==> config.mk <==
export PLATFORM = sky130hd
export DESIGN_NAME = fqm_freq_meter
export DESIGN_NICKNAME = d
export VERILOG_FILES = /design/src/core/fqm_freq_meter.v
export VERILOG_INCLUDE_DIRS = /design/src /design/src/core
export SDC_FILE = /design/constraint.sdc
export NUM_CORES = 1
export LEC_CHECK = 0
export BUFFER_PORTS_ARGS = -buffer_cell sky130_fd_sc_hd__clkbuf_2
export CAP_MARGIN = 0
export CORE_MARGIN = 5
export CORE_UTILIZATION = 31
export DETAILED_ROUTE_END_ITERATION = 16
export SYNTH_ARGS = -nofsm -noshare
export SYNTH_HDL_FRONTEND = slang
export SYNTH_SLANG_ARGS = --single-unit
==> constraint.sdc <==
create_clock -name ref_clk -period 2.05 [get_ports ref_clk]
set_input_delay 0.1025 -clock ref_clk [delete_from_list [all_inputs] [get_ports ref_clk]]
set_output_delay 0.1025 -clock ref_clk [all_outputs]
set_load 0.01 [all_outputs]
==> src/core/fqm_freq_meter_map.vh <==
// Contract
// RULE1: Count measured clock over reference-clock window
// RULE2: Result is a 24-bit read-only count
// RULE3: Reference source selected; runs only when enabled
// RULE4: Mode bit 31: 0 disabled, 1 enabled
// RULE5: Reference busy set on enable write until settled
// RULE6: Software disables, waits, reselects, enables, waits
// RULE7: Software selects source, enables, waits for ready
// RULE8: Software clears enable, then waits for ready
// RULE9: Measured source select; window length from mode
// RULE10: Start bit one starts; zero does nothing
// RULE11: Busy while measuring; result readable after
// RULE12: Done and ready interrupts gated by mask
// RULE13: Enable sets mask, disable clears, zeros ignored
// RULE14: Request held until pending bit cleared
// RULE15: Keeps measuring while processor in debug halt
// RULE16: Measures in sleep; wake needs bus clock
// RULE17: All registers reset zero except revision
// RULE18: Software disables meter before gating bus clock
// RULE19: Pending bit set on status one-to-zero fall
// RULE20: Status bit 0 busy, bit 1 reference busy
// RULE21: Clock inputs cross domains through two flops
// RULE22: Counter cleared at start; counts inside window
`ifndef FQM_FREQ_METER_MAP_VH
`define FQM_FREQ_METER_MAP_VH

// ----------------------------------------
// Register offsets
// ----------------------------------------
`define FQM_OFS_CONTROL   12'h000
`define FQM_OFS_MODE      12'h004
`define FQM_OFS_STATUS    12'h008
`define FQM_OFS_RESULT    12'h00C
`define FQM_OFS_IRQ_EN    12'h010
`define FQM_OFS_IRQ_DIS   12'h014
`define FQM_OFS_IRQ_MASK  12'h018
`define FQM_OFS_IRQ_PEND  12'h01C
`define FQM_OFS_IRQ_CLR   12'h020
`define FQM_OFS_REVISION  12'h3FC

// ----------------------------------------
// Field positions
// ----------------------------------------
`define FQM_CTRL_START_BIT   0
`define FQM_MODE_REFEN_BIT   31
`define FQM_MODE_MSEL_HI     20
`define FQM_MODE_MSEL_LO     16
`define FQM_MODE_WIN_HI      15
`define FQM_MODE_WIN_LO      8
`define FQM_MODE_RSEL_HI     2
`define FQM_MODE_RSEL_LO     0
`define FQM_STAT_BUSY_BIT    0
`define FQM_STAT_RBUSY_BIT   1
`define FQM_IRQ_DONE_BIT     0
`define FQM_IRQ_RDY_BIT      1

// ----------------------------------------
// Reset values and timing
// ----------------------------------------
`define FQM_RESET_WORD       32'h00000000
`define FQM_MODE_WMASK       32'h801FFF07
`define FQM_REVISION_VALUE   32'h00000100
`define FQM_REF_SETTLE_CYC   8'h04

`endif

==> src/core/fqm_freq_meter.v <==
`timescale 1ns/100ps
`include "fqm_freq_meter_map.vh"

module fqm_freq_meter #(
  parameter                N_REF_SRC  = 8,
  parameter                N_MSR_SRC  = 32,
  parameter [31:0]         REVISION   = `FQM_REVISION_VALUE,  // Arbitrary value
  parameter [7:0]          REF_SETTLE = `FQM_REF_SETTLE_CYC
) (
  input  wire                 ref_clk,
  input  wire                 rstn,
  input  wire                 psel,
  input  wire                 penable,
  input  wire                 pwrite,
  input  wire [11:0]          paddr,
  input  wire [31:0]          pwdata,
  output reg  [31:0]          prdata,
  output wire                 pready,
  output reg                  pslverr,
  input  wire [N_REF_SRC-1:0] ref_src_clk,
  input  wire [N_MSR_SRC-1:0] measured_clock,
  output wire                 ref_clock_on,
  output wire                 irq
);

  // ----------------------------------------
  // Helpers
  // ----------------------------------------
  function pick_ref;
    input [N_REF_SRC-1:0] v;
    input [2:0]           s;
    integer               i;
    begin
      pick_ref = 1'b0;
      for (i = 0; i < N_REF_SRC; i = i + 1) begin
        if (i == s) begin
          pick_ref = v[i];
        end
      end
    end
  endfunction

  function pick_msr;
    input [N_MSR_SRC-1:0] v;
    input [4:0]           s;
    integer               i;
    begin
      pick_msr = 1'b0;
      for (i = 0; i < N_MSR_SRC; i = i + 1) begin
        if (i == s) begin
          pick_msr = v[i];
        end
      end
    end
  endfunction

  function reg_hit;
    input [11:0] a;
    input [11:0] ofs;
    begin
      reg_hit = (a == ofs);
    end
  endfunction

  // ----------------------------------------
  // State encodings
  // ----------------------------------------
  localparam [1:0] RS_IDLE  = 2'h1;
  localparam [1:0] RS_WAIT  = 2'h2;
  localparam [1:0] MS_IDLE  = 2'h1;
  localparam [1:0] MS_COUNT = 2'h2;

  // ----------------------------------------
  // Registers and state
  // ----------------------------------------
  reg  [31:0] mode_config;
  reg  [1:0]  irq_mask_reg;
  reg  [1:0]  irq_pending_reg;
  reg  [1:0]  next_irq_mask;
  reg  [1:0]  next_irq_pending;
  reg         irq_out;
  reg  [31:0] next_prdata;
  reg  [23:0] measurement_result;
  reg  [7:0]  window_left;
  reg  [1:0]  meas_state;
  reg  [1:0]  ref_state;
  reg         ref_run;
  reg  [7:0]  settle_cnt;
  reg  [1:0]  status_prev;
  reg         ref_lvl;
  reg         ref_prev;
  reg         msr_lvl;
  reg         msr_prev;

  reg  [N_REF_SRC-1:0] ref_sync1;
  reg  [N_REF_SRC-1:0] ref_sync2;
  reg  [N_MSR_SRC-1:0] msr_sync1;
  reg  [N_MSR_SRC-1:0] msr_sync2;

  wire        acc_phase;
  wire        setup_phase;
  wire        wr_en;
  wire        hit_ctrl;
  wire        hit_mode;
  wire        hit_status;
  wire        hit_result;
  wire        hit_irq_en;
  wire        hit_irq_dis;
  wire        hit_irq_mask;
  wire        hit_irq_pend;
  wire        hit_irq_clr;
  wire        hit_revision;
  wire        mapped;
  wire        meas_busy;
  wire        ref_clock_busy;
  wire [2:0]  ref_source_select;
  wire [4:0]  measured_source_select;
  wire [7:0]  window_cycle_count;
  wire        ref_tap;
  wire        msr_tap;
  wire        ref_edge;
  wire        msr_edge;
  wire        start_wr;
  wire [1:0]  status_reg;
  wire [1:0]  status_fall;
  wire [1:0]  en_bits;
  wire [1:0]  dis_bits;
  wire [1:0]  clr_bits;

  assign ref_source_select      = mode_config[`FQM_MODE_RSEL_HI:`FQM_MODE_RSEL_LO];  // see RULE3
  assign measured_source_select = mode_config[`FQM_MODE_MSEL_HI:`FQM_MODE_MSEL_LO];  // see RULE9
  assign window_cycle_count     = mode_config[`FQM_MODE_WIN_HI:`FQM_MODE_WIN_LO];    // see RULE9

  // ----------------------------------------
  // Bus decode
  // ----------------------------------------
  assign pready      = 1'b1;
  assign acc_phase   = psel & penable;
  assign setup_phase = psel & ~penable;
  assign wr_en       = acc_phase & pwrite;

  assign hit_ctrl     = reg_hit(paddr, `FQM_OFS_CONTROL);
  assign hit_mode     = reg_hit(paddr, `FQM_OFS_MODE);
  assign hit_status   = reg_hit(paddr, `FQM_OFS_STATUS);
  assign hit_result   = reg_hit(paddr, `FQM_OFS_RESULT);
  assign hit_irq_en   = reg_hit(paddr, `FQM_OFS_IRQ_EN);
  assign hit_irq_dis  = reg_hit(paddr, `FQM_OFS_IRQ_DIS);
  assign hit_irq_mask = reg_hit(paddr, `FQM_OFS_IRQ_MASK);
  assign hit_irq_pend = reg_hit(paddr, `FQM_OFS_IRQ_PEND);
  assign hit_irq_clr  = reg_hit(paddr, `FQM_OFS_IRQ_CLR);
  assign hit_revision = reg_hit(paddr, `FQM_OFS_REVISION);

  assign mapped = hit_ctrl | hit_mode | hit_status | hit_result | hit_irq_en |
                  hit_irq_dis | hit_irq_mask | hit_irq_pend | hit_irq_clr | hit_revision;

  assign start_wr = wr_en & hit_ctrl & pwdata[`FQM_CTRL_START_BIT];    // see RULE10
  assign en_bits  = (wr_en & hit_irq_en)  ? pwdata[1:0] : 2'h0;         // see RULE13
  assign dis_bits = (wr_en & hit_irq_dis) ? pwdata[1:0] : 2'h0;         // see RULE13
  assign clr_bits = (wr_en & hit_irq_clr) ? pwdata[1:0] : 2'h0;         // see RULE14

  // ----------------------------------------
  // Read data and error
  // ----------------------------------------
  always @* begin
    next_prdata = `FQM_RESET_WORD;
    if (pwrite) begin
      next_prdata = `FQM_RESET_WORD;
    end else if (hit_mode) begin
      next_prdata = mode_config;
    end else if (hit_status) begin
      next_prdata = {30'h0, status_reg};                                // see RULE20
    end else if (hit_result) begin
      next_prdata = {8'h00, measurement_result};                        // see RULE2
    end else if (hit_irq_mask) begin
      next_prdata = {30'h0, irq_mask_reg};
    end else if (hit_irq_pend) begin
      next_prdata = {30'h0, irq_pending_reg};
    end else if (hit_revision) begin
      next_prdata = REVISION;
    end
  end

  // ----------------------------------------
  // Bus response
  // ----------------------------------------
  always @(posedge ref_clk or negedge rstn) begin
    if (!rstn) begin
      prdata  <= `FQM_RESET_WORD;
      pslverr <= 1'b0;
    end else if (setup_phase) begin
      prdata  <= next_prdata;
      pslverr <= ~mapped;
    end else if (!psel) begin
      pslverr <= 1'b0;
    end
  end

  // ----------------------------------------
  // Mode register and reference enable
  // ----------------------------------------
  always @(posedge ref_clk or negedge rstn) begin
    if (!rstn) begin
      mode_config <= `FQM_RESET_WORD;                                   // see RULE17
      ref_state   <= RS_IDLE;
      ref_run     <= 1'b0;
      settle_cnt  <= 8'h00;
    end else if (wr_en && hit_mode) begin
      mode_config <= pwdata & `FQM_MODE_WMASK;
      ref_state   <= RS_WAIT;                                           // see RULE5
      ref_run     <= 1'b0;
      settle_cnt  <= REF_SETTLE;
    end else begin
      case (ref_state)
        RS_IDLE: begin
          settle_cnt <= 8'h00;
        end
        RS_WAIT: begin
          if (settle_cnt == 8'h01 || settle_cnt == 8'h00) begin
            ref_state  <= RS_IDLE;                                      // see RULE5
            ref_run    <= mode_config[`FQM_MODE_REFEN_BIT];             // see RULE4
            settle_cnt <= 8'h00;
          end else begin
            settle_cnt <= settle_cnt - 8'h01;
          end
        end
        default: begin
          ref_state  <= RS_IDLE;
          ref_run    <= 1'b0;
          settle_cnt <= 8'h00;
        end
      endcase
    end
  end

  assign ref_clock_busy = (ref_state == RS_WAIT);                       // see RULE5
  assign ref_clock_on   = ref_run;                                      // see RULE3

  // ----------------------------------------
  // Clock sampling
  // ----------------------------------------
  // Two flops on every candidate pin before the selector reads it
  always @(posedge ref_clk or negedge rstn) begin
    if (!rstn) begin
      ref_sync1 <= {N_REF_SRC{1'b0}};
      ref_sync2 <= {N_REF_SRC{1'b0}};
      msr_sync1 <= {N_MSR_SRC{1'b0}};
      msr_sync2 <= {N_MSR_SRC{1'b0}};
    end else begin
      ref_sync1 <= ref_src_clk;                                         // see RULE21
      ref_sync2 <= ref_sync1;
      msr_sync1 <= measured_clock;                                      // see RULE21
      msr_sync2 <= msr_sync1;
    end
  end

  assign ref_tap = pick_ref(ref_sync2, ref_source_select) & ref_run;    // see RULE3
  assign msr_tap = pick_msr(msr_sync2, measured_source_select);         // see RULE9

  // ----------------------------------------
  // Edge detect
  // ----------------------------------------
  always @(posedge ref_clk or negedge rstn) begin
    if (!rstn) begin
      ref_lvl  <= 1'b0;
      ref_prev <= 1'b0;
      msr_lvl  <= 1'b0;
      msr_prev <= 1'b0;
    end else begin
      ref_lvl  <= ref_tap;
      ref_prev <= ref_lvl;
      msr_lvl  <= msr_tap;
      msr_prev <= msr_lvl;
    end
  end

  assign ref_edge = ref_lvl & ~ref_prev;
  assign msr_edge = msr_lvl & ~msr_prev;

  // ----------------------------------------
  // Measurement engine
  // ----------------------------------------
  // Runs with no halt or sleep input.                                   see RULE15 see RULE16
  always @(posedge ref_clk or negedge rstn) begin
    if (!rstn) begin
      meas_state         <= MS_IDLE;
      window_left        <= 8'h00;
      measurement_result <= 24'h000000;
    end else if (start_wr) begin
      meas_state         <= (window_cycle_count != 8'h00) ? MS_COUNT : MS_IDLE; // see RULE11
      window_left        <= window_cycle_count;                         // see RULE9
      measurement_result <= 24'h000000;                                 // see RULE22
    end else begin
      case (meas_state)
        MS_IDLE: begin
          window_left <= 8'h00;
        end
        MS_COUNT: begin
          if (msr_edge) begin
            measurement_result <= measurement_result + 24'h000001;      // see RULE1
          end
          if (ref_edge) begin
            window_left <= window_left - 8'h01;
            if (window_left == 8'h01) begin
              meas_state <= MS_IDLE;                                    // see RULE11
            end
          end
        end
        default: begin
          meas_state <= MS_IDLE;
        end
      endcase
    end
  end

  assign meas_busy = (meas_state == MS_COUNT);                          // see RULE11

  // ----------------------------------------
  // Interrupts
  // ----------------------------------------
  assign status_reg  = {ref_clock_busy, meas_busy};                     // see RULE20
  assign status_fall = status_prev & ~status_reg;                       // see RULE19

  // Pending set beats clear when both land in one cycle; for the mask, disable beats enable
  always @* begin
    next_irq_mask    = (irq_mask_reg | en_bits) & ~dis_bits;            // see RULE13
    next_irq_pending = (irq_pending_reg & ~clr_bits) | status_fall;     // see RULE14
  end

  always @(posedge ref_clk or negedge rstn) begin
    if (!rstn) begin
      status_prev     <= 2'h0;
      irq_mask_reg    <= 2'h0;
      irq_pending_reg <= 2'h0;
      irq_out         <= 1'b0;
    end else begin
      status_prev     <= status_reg;
      irq_mask_reg    <= next_irq_mask;
      irq_pending_reg <= next_irq_pending;
      irq_out         <= |(next_irq_pending & next_irq_mask);           // see RULE12
    end
  end

  assign irq = irq_out;

endmodule // fqm_freq_meter

==> results of run 1 <==
power groups by stage:
stage,sequential [W],combinational (W),clock (W)
finish,0.00380,0.000573,0.00329
detailed placement,0.00386,0.000475,0
floorplan,0.00384,0.000233,0
global placement,0.00386,0.000466,0
global route,0.00382,0.000651,0.00352
CTS,0.00380,0.000569,0.00339
final cells by class:
cell class                 instances  area, sq um
tap                              319          399
timing repair buffer             221         1620
fill                            2176        13500
multi-input combinational        388         2610
clock inverter                    14          183
sequential                       179         4480
antenna                            1         2.50
clock buffer                      18          439
inverter                          22         82.6
through the flow:
step	setup slack (ns)	std cells	setup TNS, ns
floorplan	0.0274	628	0
global placement	-0.131	1066	-0.670
detailed placement	-0.150	1066	-1.50
CTS	0.0187	1159	0
global route	-0.0227	1162	-0.0258
finish	0.0841	1162	0
metal layers:
metal	share of wire, %	up-vias	wire length (um)	track usage, %
met5	0	-	0	0
met4	1.3	0	227	3.62
met3	5.4	22	954	3.31
met2	49	148	8690	22.7
met1	45	2691	7950	18.6
li1	-	2664	-	-
final timing paths:
check	end	slack, ns	cells after the start
min in group asynchronous	measurement_result[21]	0.24	2
worst max register to register	ref_clock_on	0.08	6
worst max-delay path	ref_clock_on	0.08	6
max in group asynchronous	msr_sync2[25]	1.06	3
worst min register to register	msr_sync2[12]	0.35	0
worst min-delay path	irq_mask_reg[1]	0.05	3
cell families (layout without fill, tap and decap cells):
| group | Yosys count | after routing | synth area share (%) |
|---|---|---|---|
| AND/OR/NAND/NOR | 184 | 184 | 13.6 |
| flip-flops | 179 | 179 | 61.4 |
| AO/OA/AOI/OAI | 148 | 148 | 13.8 |
| buffers and inverters | 61 | 275 | 3.63 |
| multiplexers | 33 | 33 | 5.42 |
| XOR/XNOR | 10 | 10 | 1.20 |
| adder cells (fa/ha/maj) | 5 | 5 | 0.857 |
| other | 2 | 9 | 0.103 |
repair_timing:
item / CTS / global route
endpoints found under the hold margin: 121 / 0
buffers inserted: 0 / 2
resized for setup: 0 / 7
endpoints found under the setup margin: 0 / 14
hold buffers: 61 / 0
worst max-delay path, delay by kind of cell, from the launching register on:
family	cells	cell delay [ns]
AO/OA/AOI/OAI	4	0.68
flip-flops	1	0.39
AND/OR/NAND/NOR	1	0.56
buffers and inverters	1	0.19
cell usage after synthesis, drive strengths merged (6+ instances only):
library cell and instances:
dfrtp 177, nand2 50, o21ai 40, nor2 32, clkbuf 24, a21oi 23, inv 22, mux2 22
a22oi 16, buf 15, or3 15, nor3 12, a22o 10, nand3 10, nand4 9, mux2i 8
nor4 8, a31oi 7, and2 7, nand2b 7, o21a 7, xnor2 7, and3 6, o211ai 6
o31ai 6, or4 6
==> flow_metrics.tcl, run 1 <==
set metrics [dict create \
    synth_area_sq_um 7300 \
    core_area_sq_um 23300 \
    clock_path_buffers 2 \
    ir_worst_vdd_uv 690 \
    ys_types 67 \
    crit_path_start_kind "register" \
    syn_avg_cell_area_sq_um 11.7 \
    startpoint "settle_cnt[5]" \
    wl_um 17800 \
    period_minus_slack_ns 1.97 \
    port_buffers 101 \
    power_density_nw_per_um2 780 \
    crit_required_ns 2.33 \
    max_clock_freq_mhz 509 \
    top_regs "msr_sync1 (32), msr_sync2 (32), prdata (25)" \
    internal-power_w 0.00568 \
    dp_hpwl_um 12500 \
    critPathMaxStageDelay_ns 0.56 \
    ys_ff_latch 179 \
    final-hold-violation-count 0 \
    whs_ns 0.0463 \
    yosys_warnings 0 \
    leakage_nw 4.36 \
    drc 0 \
    rsz0062_at_grt "true" \
    synthFlopType "dfrtp_1" \
    antenna_found_initial 1 \
    pwr-share-seq_pct 49.6 \
    area_delta_synth_final_pct 34.5 \
    place_area_sq_um 8530 \
    tightest_slew_ns 0.642 \
    final_util_pct 42.1 \
    slew_headroom_pct 57.2 \
    initial_core_util_pct 31.3 \
    place.gp.congestion 0.844 \
    timing.final.crit_share_pct 95.9 \
    drive_above_1_share_pct 27.0 \
    worstSetupPathType "register to register" \
    r2r-start "settle_cnt[5]" \
    hold_path.class "input port to register" \
    grt_max_degree 68 \
    die_w_um 163 \
    power.total_w 0.00766 \
    synth_edf_count 0 \
    cp-end-kind "register" \
    clkLatencyLatePin_ns 0.43 \
    post_drt_wl_per_cell_um 15.3 \
    holdCritStartpoint "paddr[2]" \
    cts_tree "built" \
    cp_slowest_cell "or4_4" \
    synth_top_area_share_pct 60.7 \
    track_usage_pct 13.9 \
    path_max_fanout 5 \
    vias 5525 \
    stdcell_area_sq_um 9810 \
    dr.pass1.iters 5 \
    asyncSetResetFlopFracSynth_pct 100 \
    cap_violations 0 \
    grt_pass1_vias 5624 \
    die_y_um 163 \
    nets 923 \
    drt_iter0_drc 426 \
    synthCells 622 \
    maxSlewViolCount 0 \
    setup_violations 0 \
    vias_per_cell 4.75 \
    yosysTopAreaCell "dfrtp_1" \
    path_cells "or4_4 > o41ai_2 > buf_4 > o21ai_0 > a32oi_1 > a31oi_1" \
    final_antenna_net_count 0 \
    pwr-share-clk_pct 42.9 \
    clock-root-buffer "clkbuf_16" \
    ys_seq_area_share_pct 61.4 \
    io_pins 125 \
    numCtsBuffers 17 \
    switching_share_pct 25.8 \
    grt_pass1_wl_um 29200 \
    switchingPower_w 0.00198 \
    overflow 0 \
    placementRows 56 \
    die_area_sq_um 26700 \
    clock_skew_ns 0.00886 \
    most-common-layout-cells "dfrtp_1 (176), clkbuf_2 (100), dlygate4sd3_1 (61)" \
    crit_arrival_ns 2.25 \
    synth_area_leaders "dfrtp_1 (61%), mux2_2 (2.6%), nand2_1 (2.6%)" \
    status "complete, no violations" \
    clkSlewWorstSetupHoldPaths_ns 0.07 \
    h-tree-depth 4 \
    mostFrequentLayoutCell "dfrtp_1" \
    cts.sinks 179 \
    p_comb_share_pct 7.5 \
]
Note: power is estimated with default switching activity, not from simulation.
==> inputs of run 2 (changes only) <==
--- a/config.mk
+++ b/config.mk
@@ -11,6 +11,7 @@
 export CORE_MARGIN = 5
 export CORE_UTILIZATION = 31
 export DETAILED_ROUTE_END_ITERATION = 16
+export PLACE_DENSITY = 0.62
 export SYNTH_ARGS = -nofsm -noshare
 export SYNTH_HDL_FRONTEND = slang
 export SYNTH_SLANG_ARGS = --single-unit
==> run 2 against run 1 <==
Against the previous run:
- combinational power down 3%
- critical path depth up 1
- global-route usage up 0.092 points
- clock power up 4%
- total power up 1.6%
- fmax up 1.6%
- count of clock-buffer cells in the layout down 1
- register-to-register slack better by 0.03 ns
- cell count down 0.95%
- sequential power about the same
==> flow_metrics.tcl, run 2 (same netlist as run 1, synthesis figures left out) <==
set metrics [dict create \
    timing.final.crit_share_pct 94.4 \
    die_w_um 163 \
    die_area_sq_um 26700 \
    crit_arrival_ns 2.30 \
    dp_hpwl_um 12400 \
    die_y_um 163 \
    use_met1_pct 18.1 \
    holdCritStartpoint "pwrite" \
    grt.busiest_layer "met2" \
    diodes 0 \
    num-fill-cells 2220 \
    final_cells 1151 \
    multiInputGateArea_sq_um 2580 \
    drc 0 \
    antenna_found_initial 0 \
    final_antenna_net_count 0 \
    place.gp.congestion 0.833 \
    post_drt_wl_per_cell_um 15.7 \
    io_pins 125 \
    power_density_nw_per_um2 797 \
    r2r-start "msr_lvl" \
    numCtsBuffers 17 \
    placementRows 56 \
    grt_max_degree 53 \
    grt_pass1_wl_um 29300 \
    hold_end "prdata[0]" \
    nets 913 \
    reg2reg_slack_ns 0.12 \
    hold_path.class "input port to register" \
    crit_required_ns 2.42 \
    vias_per_cell 4.80 \
    wl_um 18100 \
    final-hold-violation-count 0 \
    h-tree-depth 4 \
    mostFrequentLayoutCell "dfrtp_1" \
    leakage_nw 4.32 \
    setup_violations 0 \
    seqCellArea_sq_um 4480 \
    dr.pass1.iters 7 \
    most-common-layout-cells "dfrtp_1 (177), clkbuf_2 (100), dlygate4sd3_1 (60)" \
    startpoint "msr_lvl" \
    area_delta_synth_final_pct 33.7 \
    power.total_w 0.00778 \
    clock-root-buffer "clkbuf_16" \
    timing.rr.end "measurement_result[16]" \
    overflow 0 \
    ir_worst_vdd_uv 381 \
    clkSlewWorstSetupHoldPaths_ns 0.08 \
    clkLatencyLatePin_ns 0.44 \
    rsz0062_at_grt "false" \
    crit_path_start_kind "register" \
    vias 5527 \
    clock_skew_ns 0.00727 \
    reg2reg_depth 7 \
    clock_path_buffers 2 \
    worstSetupPathType "register to register" \
    grt_pass1_vias 5668 \
    initial_core_util_pct 31.3 \
    place_area_sq_um 8510 \
    top_regs "msr_sync1 (32), msr_sync2 (32), prdata (25)" \
    grt_util_met3_pct 4.49 \
    max_clock_freq_mhz 517 \
    status "complete, no violations" \
    period_minus_slack_ns 1.93 \
    cp-end-kind "register" \
    drt_iter0_drc 266 \
    port_buffers 101 \
    cap_violations 0 \
    fin_tns_setup_ns 0 \
    drive_above_1_share_pct 25.7 \
    stdcell_area_sq_um 9760 \
    holdPathStages 3 \
    maxSlewViolCount 0 \
    cts.sinks 179 \
    track_usage_pct 14.0 \
    cts_tree "built" \
    core_area_sq_um 23300 \
    placed_cells 1059 \
    grt.met2_usage_pct 22.6 \
    path_max_fanout 18 \
]
run 2: worst max path at each step:
stage | to | slack (ns) | cells after the start
floorplan | measurement_result[17] | 0.03 | 7
global placement | measurement_result[16] | -0.12 | 7
detailed placement | measurement_result[16] | -0.14 | 7
CTS | settle_cnt[3] | 0.08 | 5
global route | measurement_result[16] | 0.004 | 7
finish | measurement_result[16] | 0.12 | 7
run 2: what timing repair did:
| action | CTS | global route |
|---|---|---|
| endpoints found under the hold margin | 108 | 0 |
| hold buffers | 60 | 0 |
| endpoints found under the setup margin | 0 | 7 |
| setup buffers | 0 | 0 |
| resized for setup | 0 | 2 |
run 2: critical path, cell delays in order (launching register included):
cell      delay [ns]
dfrtp_1         0.37
nor4bb_2        0.28
buf_4           0.15
and3_1          0.19
a41oi_2         0.07
buf_12          0.19
or4_1           0.46
a21oi_1         0.15
run 2: per-stage QoR:
stage	hold slack [ns]	setup WS (ns)	utilization, %
2_1_floorplan	-0.193	0.0274	-
3_3_place_gp	0.0795	-0.116	36.5
3_5_place_dp	0.0827	-0.138	36.5
4_1_cts	0.0303	0.0788	41.8
5_1_grt	0.0421	0.00438	41.8
6_report	0.0339	0.116	41.8
run 2: final cells by class:
| type | instances | area share [%] |
|---|---|---|
| Inverter | 22 | 0.846 |
| Clock inverter | 15 | 2.15 |
| Sequential cell | 179 | 45.9 |
| Tap cell | 319 | 4.09 |
| Multi-Input combinational cell | 388 | 26.5 |
| Timing Repair Buffer | 211 | 16.1 |
| Clock buffer | 17 | 4.36 |
run 2: layer usage:
metal  vias up  wire [um]
met5         -          0
met4         0        216
met3        16       1110
met2       152       8550
met1      2733       8230
li1       2626          -
run 2: power by group:
group | switching (W) | internal (W)
Combinational | 0.000277 | 0.000277
Sequential | 0.0000995 | 0.00370
Clock | 0.00164 | 0.00179
Total | 0.00202 | 0.00576
